## src/inc/nv_io_config_defines.vh

```
// constants for the nonvolatile io configuration shadow bank
// assumes a classic wishbone slave with 32-bit data and word addresses
`ifndef NV_IO_CONFIG_DEFINES_VH
`define NV_IO_CONFIG_DEFINES_VH
// printed locations are register indices; byte address is four times these
`define LOC_DEBOUNCE_EN 5'h0e
`define LOC_TIME_OVR 5'h0f
`define LOC_OUT_SEL 5'h10
`define LOC_OUT_VAL 5'h11
`define LOC_IND_FLAGS 5'h12
`define LOC_SYNC_FLAGS 5'h13
`define LOC_SUBST_ID 5'h14
`define LOC_TRIM_FIRST 5'h15
`define LOC_TRIM_LAST 5'h17
// own registers; 0x1b is not decoded and answers with err
`define LOC_CTRL 5'h18
`define LOC_STATUS 5'h19
`define LOC_ID_EXT 5'h1a
`define LOC_DOUT_REG 5'h1b
// field positions
`define BIT_PIN_OVR 3
`define BIT_ENH_STATUS 0
`define BIT_TWO_LAMP 1
`define BIT_FAULT_INV 2
`define BIT_SAFETY 3
`define BIT_SYNC_EN 0
`define BIT_SYNC_PIN 1
`define BIT_FOUR_IO 2
`define BIT_ID_LOCK 3
`define BIT_AB_SEL 3
`define BIT_CTRL_INIT 0
`define BIT_CTRL_EXT 1
`define NIB_RESET 4'h0
`define DEBOUNCE_BASE 8'h01
`endif

```

## src/hw/nv_io_config_bank.v

```verilog
// shadow bank for nonvolatile io configuration (locations 0xe to 0x17)
// assumes synchronous pins and a classic wishbone master on clk_sys
`timescale 1ns/1ns
`include "nv_io_config_defines.vh"
// Contract
// - per-pin debounce enable at 0xe
// - 0xf bits 2..0 set debounce time
// - 0xf bit 3: parameter pin one overrides filter
// - 0x10 selects output source, 0x11 static value
// - 0x12 bit 0 enhanced status, lamp two on
// - 0x12 bit 1 two lamp scheme, lamp two
// - 0x12 bit 2 inverts fault input first
// - 0x12 bit 3 safety mode, special input routing
// - 0x13 bit 0 enables synced io
// - 0x13 bit 1: pin two gates synced io
// - 0x13 bit 2 four in four out extended
// - 0x13 bit 3 locks id extension one writes
// - extended mode locks only bits 2..0
// - locked id read returns 0x14 value
// - 0x15..0x17 trim: no access
module nv_io_config_bank (
    input wire clk_sys,
    input wire rst_b,
    input wire [31:0] wb_adr_i,
    input wire [31:0] wb_dat_i,
    output reg [31:0] wb_dat_o,
    input wire [3:0] wb_sel_i,
    input wire wb_we_i,
    input wire wb_cyc_i,
    input wire wb_stb_i,
    output reg wb_ack_o,
    output reg wb_err_o,
    input wire [3:0] data_input_pins,
    input wire parameter_pin_one,
    input wire parameter_pin_two,
    input wire fault_indication_input,
    input wire extended_address_mode,
    input wire [3:0] data_output_register,
    input wire lamp_one_pattern,
    input wire lamp_two_pattern,
    output reg [3:0] filtered_inputs,
    output reg [3:0] data_output_pins,
    output reg fault_processed,
    output reg first_lamp_output,
    output reg second_lamp_output,
    output reg second_lamp_enable,
    output reg enhanced_status_mode,
    output reg two_lamp_scheme,
    output reg safety_mode,
    output reg synced_io_active,
    output reg four_in_four_out_enable,
    output reg [3:0] id_ext_one_read
);
    // software stages a value in the staging bank, init copies it to live shadows
    reg [3:0] stage [0:6];
    reg [3:0] live [0:6];
    reg init_done;
    reg [3:0] id_ext_one;
    reg [7:0] deb_cnt [0:3];
    reg [3:0] next_filtered;
    reg next_ack;
    reg next_err;
    reg [31:0] next_rdata;
    // one loop index per process keeps every variable single-driven
    integer lv_i;
    integer st_i;
    integer nf_i;
    integer cnt_i;
    integer flt_i;
    integer out_i;

    wire req = wb_cyc_i & wb_stb_i & ~wb_ack_o & ~wb_err_o;
    wire [4:0] idx = wb_adr_i[6:2];
    wire hit_stage = (idx >= `LOC_DEBOUNCE_EN) && (idx <= `LOC_SUBST_ID);
    wire hit_trim = (idx >= `LOC_TRIM_FIRST) && (idx <= `LOC_TRIM_LAST);
    wire [2:0] sidx = idx[2:0] - 3'h6;
    wire [3:0] ind = live[4];
    wire [3:0] syn = live[5];
    wire id_lock = syn[`BIT_ID_LOCK];
    wire wr_lane = req & wb_we_i & wb_sel_i[0];
    wire wr_stage = wr_lane & hit_stage;
    wire wr_ctrl = wr_lane & (idx == `LOC_CTRL) & wb_dat_i[`BIT_CTRL_INIT];
    wire wr_id = wr_lane & (idx == `LOC_ID_EXT);

    function [7:0] debounce_limit;
        input [2:0] code;
        begin
            debounce_limit = `DEBOUNCE_BASE << code;
        end
    endfunction

    function [3:0] id_write_merge;
        input [3:0] old;
        input [3:0] wr;
        input lock;
        input ext;
        begin
            if (!lock)
                id_write_merge = wr;
            else if (ext)
                id_write_merge = {wr[`BIT_AB_SEL], old[2:0]};
            else
                id_write_merge = old;
        end
    endfunction

    // a pin override either hands the decision to the pin or leaves the gate open, so the feature follows its enable
    function pin_gate;
        input use_pin;
        input pin;
        begin
            if (use_pin)
                pin_gate = pin;
            else
                pin_gate = 1'b1;
        end
    endfunction

    function lamp_two_on;
        input [3:0] flags;
        begin
            lamp_two_on = flags[`BIT_ENH_STATUS] | flags[`BIT_TWO_LAMP];
        end
    endfunction

    function [3:0] safety_route;
        input [3:0] pins;
        input safety;
        begin
            if (safety)
                safety_route = {pins[0], pins[1], pins[2], pins[3]};
            else
                safety_route = pins;
        end
    endfunction

    // decode of one request; the answer is registered, one cycle after it is taken
    always @* begin
        next_ack = 1'b0;
        next_err = 1'b0;
        next_rdata = 32'h0;
        if (hit_trim) begin
            next_err = 1'b1;
        end else if (hit_stage) begin
            next_ack = 1'b1;
            next_rdata = {28'h0, stage[sidx]};
        end else if (idx == `LOC_CTRL) begin
            next_ack = 1'b1;
        end else if (idx == `LOC_STATUS) begin
            next_ack = 1'b1;
            next_rdata = {16'h0, filtered_inputs, ind, syn, 3'h0, init_done};
        end else if (idx == `LOC_ID_EXT) begin
            next_ack = 1'b1;
            next_rdata = {28'h0, id_ext_one_read};
        end else begin
            next_err = 1'b1;
        end
    end

    always @(posedge clk_sys or negedge rst_b) begin
        if (!rst_b) begin
            wb_ack_o <= 1'b0;
            wb_err_o <= 1'b0;
            wb_dat_o <= 32'h0;
        end else begin
            wb_ack_o <= req & next_ack;
            wb_err_o <= req & next_err;
            if (req)
                wb_dat_o <= next_rdata;
        end
    end

    // re-initialization reloads the live shadows from staging one cycle later
    always @(posedge clk_sys or negedge rst_b) begin
        if (!rst_b)
            init_done <= 1'b0;
        else if (wr_ctrl)
            init_done <= 1'b0;
        else
            init_done <= 1'b1;
    end

    always @(posedge clk_sys or negedge rst_b) begin
        if (!rst_b) begin
            for (lv_i = 0; lv_i < 7; lv_i = lv_i + 1)
                live[lv_i] <= `NIB_RESET;
        end else if (!init_done) begin
            for (lv_i = 0; lv_i < 7; lv_i = lv_i + 1)
                live[lv_i] <= stage[lv_i];
        end
    end

    // staged values do nothing until the next initialization copies them
    always @(posedge clk_sys or negedge rst_b) begin
        if (!rst_b) begin
            for (st_i = 0; st_i < 7; st_i = st_i + 1)
                stage[st_i] <= `NIB_RESET;
        end else if (wr_stage) begin
            stage[sidx] <= wb_dat_i[3:0];
        end
    end

    always @(posedge clk_sys or negedge rst_b) begin
        if (!rst_b) begin
            id_ext_one <= `NIB_RESET;
        end else if (wr_id) begin
            id_ext_one <= id_write_merge(id_ext_one, wb_dat_i[3:0], id_lock,
                extended_address_mode);
        end
    end

    // debounce: input must hold a new level for the full time constant
    always @* begin
        next_filtered = filtered_inputs;
        for (nf_i = 0; nf_i < 4; nf_i = nf_i + 1)
            if (deb_cnt[nf_i] >= debounce_limit(live[1][2:0]))
                next_filtered[nf_i] = data_input_pins[nf_i];
    end

    wire filter_on = pin_gate(live[1][`BIT_PIN_OVR], parameter_pin_one);
    wire [3:0] filter_mask = live[1][`BIT_PIN_OVR] ? {4{filter_on}} : live[0];
    wire fault_in = fault_indication_input ^ ind[`BIT_FAULT_INV];
    wire [3:0] routed = safety_route(data_input_pins, ind[`BIT_SAFETY]);
    wire lamp_two_live = lamp_two_on(ind);

    // counters saturate rather than wrap, so a long disagreement cannot restart
    always @(posedge clk_sys or negedge rst_b) begin
        if (!rst_b) begin
            for (cnt_i = 0; cnt_i < 4; cnt_i = cnt_i + 1)
                deb_cnt[cnt_i] <= 8'h0;
        end else begin
            for (cnt_i = 0; cnt_i < 4; cnt_i = cnt_i + 1) begin
                if (!filter_mask[cnt_i] || data_input_pins[cnt_i] == filtered_inputs[cnt_i])
                    deb_cnt[cnt_i] <= 8'h0;
                else if (deb_cnt[cnt_i] != 8'hff)
                    deb_cnt[cnt_i] <= deb_cnt[cnt_i] + 8'h1;
            end
        end
    end

    // filtered pins bypass the safety routing; only unfiltered pins are rerouted
    always @(posedge clk_sys or negedge rst_b) begin
        if (!rst_b) begin
            filtered_inputs <= 4'h0;
        end else begin
            for (flt_i = 0; flt_i < 4; flt_i = flt_i + 1)
                filtered_inputs[flt_i] <= filter_mask[flt_i] ? next_filtered[flt_i] :
                    routed[flt_i];
        end
    end

    always @(posedge clk_sys or negedge rst_b) begin
        if (!rst_b) begin
            data_output_pins <= 4'h0;
        end else begin
            for (out_i = 0; out_i < 4; out_i = out_i + 1)
                data_output_pins[out_i] <= live[2][out_i] ? live[3][out_i] :
                    data_output_register[out_i];
        end
    end

    always @(posedge clk_sys or negedge rst_b) begin
        if (!rst_b) begin
            fault_processed <= 1'b0;
        end else begin
            fault_processed <= fault_in;
        end
    end

    always @(posedge clk_sys or negedge rst_b) begin
        if (!rst_b) begin
            enhanced_status_mode <= 1'b0;
        end else begin
            enhanced_status_mode <= ind[`BIT_ENH_STATUS];
        end
    end

    always @(posedge clk_sys or negedge rst_b) begin
        if (!rst_b) begin
            two_lamp_scheme <= 1'b0;
        end else begin
            two_lamp_scheme <= ind[`BIT_TWO_LAMP];
        end
    end

    always @(posedge clk_sys or negedge rst_b) begin
        if (!rst_b) begin
            second_lamp_enable <= 1'b0;
        end else begin
            second_lamp_enable <= lamp_two_live;
        end
    end

    // the lamp patterns come from outside; this block only gates and times them
    always @(posedge clk_sys or negedge rst_b) begin
        if (!rst_b) begin
            first_lamp_output <= 1'b0;
        end else begin
            first_lamp_output <= lamp_one_pattern;
        end
    end

    // legacy boards leave lamp two unconnected, so it stays low unless enabled
    always @(posedge clk_sys or negedge rst_b) begin
        if (!rst_b) begin
            second_lamp_output <= 1'b0;
        end else begin
            second_lamp_output <= lamp_two_live & lamp_two_pattern;
        end
    end

    always @(posedge clk_sys or negedge rst_b) begin
        if (!rst_b) begin
            safety_mode <= 1'b0;
        end else begin
            safety_mode <= ind[`BIT_SAFETY];
        end
    end

    always @(posedge clk_sys or negedge rst_b) begin
        if (!rst_b) begin
            synced_io_active <= 1'b0;
        end else begin
            synced_io_active <= syn[`BIT_SYNC_EN] &
                pin_gate(syn[`BIT_SYNC_PIN], parameter_pin_two);
        end
    end

    always @(posedge clk_sys or negedge rst_b) begin
        if (!rst_b) begin
            four_in_four_out_enable <= 1'b0;
        end else begin
            four_in_four_out_enable <= syn[`BIT_FOUR_IO] & extended_address_mode;
        end
    end

    always @(posedge clk_sys or negedge rst_b) begin
        if (!rst_b) begin
            id_ext_one_read <= 4'h0;
        end else begin
            id_ext_one_read <= id_lock ? live[6] : id_ext_one;
        end
    end
endmodule

```

## config.mk

```make
export PLATFORM = sky130hd
export DESIGN_NAME = nv_io_config_bank
export DESIGN_NICKNAME = d
export VERILOG_FILES = /design/src/hw/nv_io_config_bank.v
export VERILOG_INCLUDE_DIRS = /design/src /design/src/inc
export SDC_FILE = /design/constraint.sdc
export NUM_CORES = 1
export LEC_CHECK = 0
export BUFFER_PORTS_ARGS = -buffer_cell sky130_fd_sc_hd__buf_4
export CORE_ASPECT_RATIO = 1.5
export CORE_MARGIN = 8
export CORE_UTILIZATION = 35
export CTS_BUF_LIST = sky130_fd_sc_hd__clkbuf_8
export CTS_CLUSTER_DIAMETER = 150
export DETAILED_ROUTE_END_ITERATION = 7
export GPL_TIMING_DRIVEN = 0
export HOLD_SLACK_MARGIN = 0.02
export SETUP_SLACK_MARGIN = 0.02
export SKIP_CTS_REPAIR_TIMING = 1
export SLEW_MARGIN = 20
export SYNTH_ARGS = -nofsm -noshare
export SYNTH_HDL_FRONTEND = slang
export SYNTH_SLANG_ARGS = --single-unit
export TNS_END_PERCENT = 10
```

## constraint.sdc

```tcl
create_clock -name clk_sys -period 6.8 [get_ports clk_sys]
set_input_delay 1.02 -clock clk_sys [delete_from_list [all_inputs] [get_ports clk_sys]]
set_output_delay 1.02 -clock clk_sys [all_outputs]
set_load 0.01 [all_outputs]
```

==> Yosys cells after proc, flatten, opt, wreduce, memory -nomap -nowiden <==
Cells that the tools add are included.
{ "word_totals": {"register_bits": 148, "word_cells": 156, "out_inout_bits": 55, "inputBits": 87} }
{ "classes": {"addsub": 5, "order_cmp": 10, "bitwise_logic": 20, "muxes": 48, "eq_ne": 16, "n_shift": 1, "n_reduce_logical": 17} }
{ "ops": {"columns": ["cell", "count"], "rows": [
  ["$mux 32", 3],
  ["$mux 8", 8],
  ["$mux 4", 9],
  ["$add 8x1->8 const B", 4],
  ["$ge 8x8->1", 4],
  ["$ne 8x8->1 const B", 4],
  ["$bwmux 28", 1],
  ["$mux 1", 24],
  ["$mux 16", 1],
  ["$eq 5x5->1 const B", 3],
  ["$and 1x1->1", 14],
  ["$bmux 4 s3", 1],
  ["$demux 4 s3", 1],
  ["$le 5x5->1 const B", 2],
  ["$ne 2x2->1 const B", 5],
  ["$reduce_bool 2->1", 4],
  ["$shl 1x3->8 const A", 1],
  ["$ge 5x4->1 const B", 1],
  ["$ge 5x5->1 const B", 1],
  ["$eq 1x1->1", 4],
  ["$ge 4x4->1 const B", 1],
  ["$logic_not 1->1", 4],
  ["$logic_or 1x1->1", 4],
  ["$lt 4x1->1 const B", 1],
  ["7 further kinds", 12]
]} }

==> Depth between registers and ports, before layout <==
Gate-level depths: netlist of the first run.
{ "depth": {"ltp_word": 8, "depth_mapped": 10, "depth_no_buf": 8} }

==> Worst setup path after synthesis of the first run <==
Ideal clock, no wire load.
{ "synth_path": {"path_type": "in2reg", "startpoint": "input port wb_adr_i[3]", "endpoint": "register stage[12] (netlist name)", "arrival_ns": 2.693, "t_required_ns": 6.675, "path_buffers": 2, "setup_slack_ns": 3.982, "stages": 9, "setup_ns": 0.125, "cell_sequence": "buf_4 buf_6 inv_1 ha_1 nor2b_1 o21ai_0 a21oi_2 and4b_2 mux2_2"} }
{ "synth_between": {"elab_chain_cells": 7, "word_cells_on_any_way": 12, "classes_between": "add/sub: 1; order compare: 4; mux: 3; bitwise: 2; reduce/logical: 2"} }
{ "synth_lines": {"columns": ["element", "line", "source"], "rows": [
  ["start, declared", "nv_io_config_bank.v:24", "input wire [31:0] wb_adr_i,"],
  ["$sub 3x3->3", "nv_io_config_bank.v:76", "wire [2:0] sidx = idx[2:0] - 3'h6;"],
  ["$not 3->4 (not written as such)", "nv_io_config_bank.v:199", "stage[sidx] <= wb_dat_i[3:0];"],
  ["$ge 4x4->1 (not written as such) / $lt 4x1->1 (equally long branches)", "nv_io_config_bank.v:199", null],
  ["$logic_and 1x1->1 (not written as such)", "nv_io_config_bank.v:199", null],
  ["$mux 4 (not written as such)", "nv_io_config_bank.v:199", null],
  ["$demux 4 s3", "nv_io_config_bank.v:199", null],
  ["$bwmux 28", "nv_io_config_bank.v:199", null],
  ["end signal, assigned by index", "nv_io_config_bank.v:197", "stage[st_i] <= `NIB_RESET;"],
  ["end signal, assigned by index", "nv_io_config_bank.v:199", null],
  ["end, declared", "nv_io_config_bank.v:55", "reg [3:0] stage [0:6];"]
]} }
Several ways; a longest one is shown, not always the timed one.
A chain may end at the register's enable or synchronous reset.

==> Worst setup path after layout of the first run <==
{ "layout_path": {"startpoint": "input port wb_adr_i[3]", "endpoint": "register stage[5] (netlist name)"} }
The elaborated chain is that of the path after synthesis.

==> out/results.ini, run 1 <==
[worst_setup_path]
path_class=input pin to flip-flop
crit_top_cell=buf_4
cp.required_ns=7.13
cp-start-kind=input pin
arrival_ns=3.18
end_kind=flip-flop
path_max_fanout=10
crit_path_cell_trace=buf_4 > buf_4 > buf_6 > inv_1 > ha_1 > nor2b_1 > o21ai_0 > a21oi_2 > nand4b_1 > mux2_2
max_stage_delay_ns=0.38
slowest_stage=mux2_2

[floorplanning]
io_pins=142
die_h_um=185
core.rowCount=62
initial_core_util=0.353
die_x_um=129
die-area_um2=23900
coreArea_um2=18900

[place]
io_buffer_count=66
dp.cells=909
gp_congestion=0.854
place_hpwl_um=12100
pre_cts_ws_ns=3.59
placed_area_um2=7590

[sta]
worst_pin_slew_ns=0.796
hold_viol_final=0
maxSlewHeadroom=0.465
rsz0062_at_grt=false
fin_ws_ns=3.95
skew_ns=0.0118
setup_violations=0
clock.fmax_mhz=351
period_share=0.419
slew_violations=0
min_period_ns=2.85
finalSetupTns_ns=0
whs_ns=0.430

[route]
drc=0
routedWlPerCell_um=16.8
vias_per_cell=4.96
ant_nets=0
dr.first_iter.drc_count=274
num_vias=4670
dr.pass1.iters=5
postRouteWirelength_um=15800

[layout]
register_area_um2=3300
final_cell_mix=dfrtp_1, buf_4, mux2_2, nor2_1, ha_1
nets=799
drive_above_1_share=0.307
num_antenna_cells=0
final_util=0.423
n_fill_cell=1847
instances_no_fill=941
final_common_cell=dfrtp_1
syn2layout_area_growth_pct=19.7
multi_input_area_um2=3180
design_area_um2=8000

[synth]
synth_xor_area_frac=0.0197
syn_area_per_cell_um2=11.7
yosysSeqAreaShare=0.494
synth_edf_count=0
synthArstFlopShare=1.00
muxShareOfSynthArea=0.170
synthAdderAreaFrac=0.0749
ys_warn_count=0
netlist_area_um2=6690
dominantRegCellSynth=dfrtp_1
synth_seq_cells=132
netlist_instances=571
synth_cell_types=51
synth_compound_area_frac=0.0773
synth_top_family_by_area=multiplexers
yosys.area_share.simple=0.126

[clocking]
htree_levels=4
clk_pin_slew_worst_paths_ns=0.08
clk_latency_ns=0.45
cts_buffers=17
cts-root-buf=clkbuf_8
clk_path_buf_depth=2
cts_tree=yes
cts.sinks=132

[global_routing]
grt_max_degree=84
overflow=0
grt_antenna_before_repair=0
track_usage=0.138
grt_pass1_vias=4882
grt_pass1_wl_um=25400

[power_and_ir_drop]
power_density_nw_per_um2=201
power_mw=1.61
p_leak_nw=3.83
ir_worst_vdd_v=0.000121

[run]
drv_cap=0

[status]
status=completed

[worst_hold_path]
hp-class=flip-flop to flip-flop

## report_power, final
group / internal [mW] / switching (mW)
clock: 0.336 / 0.343
combinational: 0.0530 / 0.0620
sequential: 0.800 / 0.0124
## cell families (layout without fill, tap and decap cells)
group / after synthesis / count (layout)
AO/OA/AOI/OAI: 73 / 73
AND/OR/NAND/NOR: 162 / 162
multiplexers: 100 / 100
XOR/XNOR: 15 / 15
flip-flops: 132 / 132
adder cells (fa/ha/maj): 40 / 40
buffers and inverters: 48 / 147
other: 1 / 16
## state kept, by name, indices dropped and copies added, names as in the netlist, 3 cells and up
signal and cells:
filtered_inputs 4, wb_dat_o 16, deb_cnt 32, id_ext_one_read 4
ind 4, data_output_pins 4, syn 4, id_ext_one 4
debounce_limit.code 3, stage 28, live 17
## worst paths after layout
path	startpoint	end	slack [ns]	cells past startpoint
worst min-delay path	ind[1]	two_lamp_scheme	0.43	0
worst min register to register	ind[1]	two_lamp_scheme	0.43	0
min in group asynchronous	rst_b	first_lamp_output	0.47	1
max in group asynchronous	rst_b	deb_cnt[29]	5.59	2
worst max-delay path	wb_adr_i[3]	stage[5]	3.95	10
worst max register to register	debounce_limit.code[0]	filtered_inputs[2]	4.07	8
## critical path, delay by kind of cell
| kind | cells | cell delay (ns) |
|---|---|---|
| adders and majority gates | 1 | 0.18 |
| muxes | 1 | 0.38 |
| AOI/OAI and AO/OA | 2 | 0.46 |
| buffers and inverters | 4 | 0.58 |
| and+or+nand+nor | 2 | 0.54 |
## cells in the mapped netlist (all sizes together) (2+ instances only)
| master | count | share of area |
|---|---|---|
| mux2i | 20 | 0.030 |
| o21ai | 13 | 0.0097 |
| and2 | 6 | 0.0056 |
| clkbuf | 15 | 0.0084 |
| nand2 | 29 | 0.016 |
| a221o | 3 | 0.0045 |
| nand3b | 6 | 0.0067 |
| a31oi | 6 | 0.0056 |
| xor2 | 10 | 0.013 |
| inv | 12 | 0.0067 |
| nand4b | 3 | 0.0039 |
| a211o | 4 | 0.0052 |
| o21a | 5 | 0.0056 |
| a21oi | 14 | 0.011 |
| nand2b | 12 | 0.011 |
| nand3 | 24 | 0.019 |
| a211oi | 8 | 0.0090 |
| nand4 | 6 | 0.0056 |
| and3 | 5 | 0.0047 |
| nor2 | 40 | 0.022 |
| xnor2 | 5 | 0.0066 |
| a22o | 12 | 0.016 |
| dfrtp | 132 | 0.49 |
| buf | 21 | 0.023 |
| ha | 40 | 0.075 |
| nor3 | 16 | 0.012 |
| and4 | 2 | 0.0026 |
| mux4 | 3 | 0.010 |
| a21bo | 2 | 0.0030 |
| or2 | 3 | 0.0028 |
| nor2b | 4 | 0.0037 |
| mux2 | 77 | 0.13 |
## area by class of cell
type	count	area share
buffer	36	0.0261
clock buffer	17	0.0292
clock inverter	15	0.0217
inverter	12	0.00563
multi-input combinational	406	0.398
sequential	132	0.413
tap	256	0.0400
timing repair buffer	67	0.0663
## per-layer routing
| metal | routed length (µm) | share of wire | vias up | GRT usage |
|---|---|---|---|---|
| met5 | 0 | 0 | - | 0 |
| met4 | 482 | 0.030 | 0 | 0.0684 |
| met3 | 661 | 0.042 | 31 | 0.0340 |
| met2 | 8400 | 0.53 | 101 | 0.246 |
| met1 | 6300 | 0.40 | 2301 | 0.148 |
| li1 | - | - | 2237 | - |
No activity file was read; power rests on OpenSTA's default activity.
==> run 2, diff against run 1 <==
--- a/config.mk
+++ b/config.mk
@@ -6,6 +6,7 @@
 export SDC_FILE = /design/constraint.sdc
 export NUM_CORES = 1
 export LEC_CHECK = 0
+export ABC_AREA = 1
 export BUFFER_PORTS_ARGS = -buffer_cell sky130_fd_sc_hd__buf_4
 export CORE_ASPECT_RATIO = 1.5
 export CORE_MARGIN = 8
==> constraint.sdc (replaced) <==
create_clock -name clk_sys -period 2.4 [get_ports clk_sys]
set_input_delay 0.36 -clock clk_sys [delete_from_list [all_inputs] [get_ports clk_sys]]
set_output_delay 0.36 -clock clk_sys [all_outputs]
set_load 0.01 [all_outputs]
==> out/results.ini, run 2 <==
[status]
status=completed

[worst_setup_path]
slowest_stage=nor3_1
cp.required_ns=2.78  ; -4.35 ns
path_max_fanout=7  ; -3
max_stage_delay_ns=0.66  ; +0.28 ns
crit_start=debounce_limit.code[1]
setup.worst_path.end=filtered_inputs[3]
cp-start-kind=flip-flop
crit_top_cell=nand2_1
end_kind=flip-flop
reg2reg_slack_ns=0.39  ; -3.68 ns
r2r-start=debounce_limit.code[1]
path_class=flip-flop to flip-flop
reg2reg_depth=10  ; +2
r2r_end=filtered_inputs[3]
crit_path_cell_trace=nor3_1 > ha_1 > inv_1 > nand2_1 > nand2_1 > nand2_1 > nand2_1 > a21oi_1 > nand4_1 > nand2_1
arrival_ns=2.39  ; -0.79 ns

[route]
drc=0  ; unchanged
vias_per_cell=4.85  ; -2.3%
routedWlPerCell_um=15.0  ; -11%
dr.pass1.iters=7  ; +2
postRouteWirelength_um=19200  ; +21%
dr.first_iter.drc_count=357  ; +30%
ant_nets=0  ; unchanged
num_vias=6191  ; +33%

[sta]
slew_violations=0  ; unchanged
worst_pin_slew_ns=0.768  ; -0.0278 ns
min_period_ns=2.01
rsz0062_at_grt=false
maxSlewHeadroom=0.484  ; +0.0187
setup_violations=0  ; unchanged
hold_viol_final=0  ; unchanged
skew_ns=0.0167  ; +0.00488 ns
whs_ns=0.0909  ; -0.340 ns
period_share=0.838
clock.fmax_mhz=497
finalSetupTns_ns=0  ; unchanged

[clocking]
htree_levels=4  ; unchanged
cts-root-buf=clkbuf_8
clk_latency_ns=0.45  ; about the same
cts_buffers=17  ; unchanged
clk_pin_slew_worst_paths_ns=0.08  ; about the same
clk_path_buf_depth=2  ; unchanged
cts_tree=yes
cts.sinks=132  ; unchanged

[power_and_ir_drop]
p_leak_nw=4.42  ; +15%
power_density_nw_per_um2=554  ; +180%
power_mw=4.67  ; +190%
ir_worst_vdd_v=0.000316  ; +160%

[place]
dp.cells=1244  ; +37%
io_buffer_count=62  ; -6.1%
place_hpwl_um=14900  ; +23%
gp_congestion=0.856  ; +0.15%
placed_area_um2=8020  ; +5.6%

[floorplanning]
coreArea_um2=20200  ; +6.6%
io_pins=142  ; unchanged
core.rowCount=64  ; +3.2%
die-area_um2=25300  ; +6.0%
initial_core_util=0.353  ; about the same
die_x_um=133  ; +2.9%
die_h_um=191  ; +3.0%

[layout]
design_area_um2=8430  ; +5.3%
final_cell_mix=nand2_1, dfrtp_1, inv_1, nand3_1, buf_4
instances_no_fill=1277  ; +36%
syn2layout_area_growth_pct=18.2
multi_input_area_um2=3270  ; +2.6%
nets=1128  ; +41%
num_antenna_cells=0  ; unchanged
drive_above_1_share=0.134  ; -0.172
top_register=deb_cnt
n_fill_cell=2102  ; +14%
largest_reg_flops=32  ; unchanged
top_regs=deb_cnt (32), stage (28), live (17)
final_common_cell=nand2_1
register_area_um2=3300  ; unchanged

[synth]
synth_seq_cells=132  ; unchanged
synth_edf_count=0  ; unchanged
synth_area_leaders=dfrtp_1, nand2_1, ha_1, nand3_1, inv_1
synth_cell_types=35  ; -31%
syn_area_per_cell_um2=7.91  ; -32%
synth.most_common_cell=nand2_1
netlist_area_um2=7130  ; +6.7%
ys_top_cells_by_count=nand2_1, dfrtp_1, inv_1
yosysSeqAreaShare=0.463  ; -0.0310
ys_warn_count=0  ; unchanged
netlist_instances=902  ; +58%
synth_area_leader_cell=dfrtp_1
dominantRegCellSynth=dfrtp_1
synth_top_area_share=0.463  ; -0.0310
synthArstFlopShare=1.00  ; unchanged

[global_routing]
grt_pass1_vias=6260  ; +28%
overflow=0  ; unchanged
grt_max_degree=70  ; -17%
track_usage=0.157  ; +0.0194
grt_pass1_wl_um=31700  ; +25%
grt_antenna_before_repair=0  ; unchanged

[worst_hold_path]
hp-class=input pin to flip-flop

[run]
drv_cap=0  ; unchanged

run 2: cell count changes after synthesis, moves of 19 or more:
cell	delta
nand4_1	+19
inv_1	+84
mux2i_1	-20
nand3_1	+71
mux2_2	-71
nand2_1	+275
o21ai_0	+44
run 2: logic make-up after synthesis:
logic type / after synthesis / synth area share
DFF: 132 / 0.463
and+or+nand+nor: 472 / 0.281
xor gates and xnor gates: 11 / 0.0135
buffers and inverters: 139 / 0.0868
AOI/OAI and AO/OA: 101 / 0.0751
adders and majority gates: 40 / 0.0702
muxes: 6 / 0.00947
other: 1 / 0.000526
run 2: report_power, final:
group	switching, mW	total (mW)	internal, mW
Clock	0.953	1.88	0.931
Sequential	0.0443	2.33	2.29
Combinational	0.282	0.453	0.171
run 2: worst min path at each step:
stage / from / end / slack, ns / cells past startpoint
global route: fault_indication_input / fault_processed / 0.07 / 2
finish: fault_indication_input / fault_processed / 0.09 / 2
CTS: rst_b / synced_io_active / -0.13 / 1
detailed placement: rst_b / deb_cnt[30] / 0.36 / 1
floorplan: rst_b / data_output_pins[0] / 0.06 / 0
global placement: ind[1] / two_lamp_scheme / 0.39 / 0
run 2: worst max-delay path, delay by kind of cell (launching register included):
| family | cells | cell delay (ns) |
|---|---|---|
| AND/OR/NAND/NOR | 7 | 1.05 |
| AO/OA/AOI/OAI | 1 | 0.14 |
| adder cells (fa/ha/maj) | 1 | 0.27 |
| flip-flops | 1 | 0.45 |
| buffers and inverters | 1 | 0.04 |
run 2: per-layer routing:
| layer | global-route usage | up-vias | wire, µm |
|---|---|---|---|
| met3 | 0.0301 | 32 | 655 |
| met4 | 0.0631 | 0 | 488 |
| met1 | 0.167 | 2936 | 7670 |
| met2 | 0.299 | 128 | 10400 |
| li1 | - | 3095 | - |
| met5 | 0 | - | 0 |
run 2: per-stage QoR:
step,utilization,setup slack [ns]
2_1_floorplan,-,0.866
6_report,0.418,0.389
4_1_cts,0.417,0.406
3_3_place_gp,0.396,0.371
5_1_grt,0.418,0.244
3_5_place_dp,0.397,0.419
run 2: layout make-up:
class | count | share of cell area
clock inverters | 14 | 0.0183
plain buffers | 38 | 0.0285
repair buffers | 65 | 0.0618
clock buffers | 17 | 0.0278
well taps | 264 | 0.0392
multi-input cells | 646 | 0.388
flip-flops and latches | 132 | 0.392
inverters | 101 | 0.0450
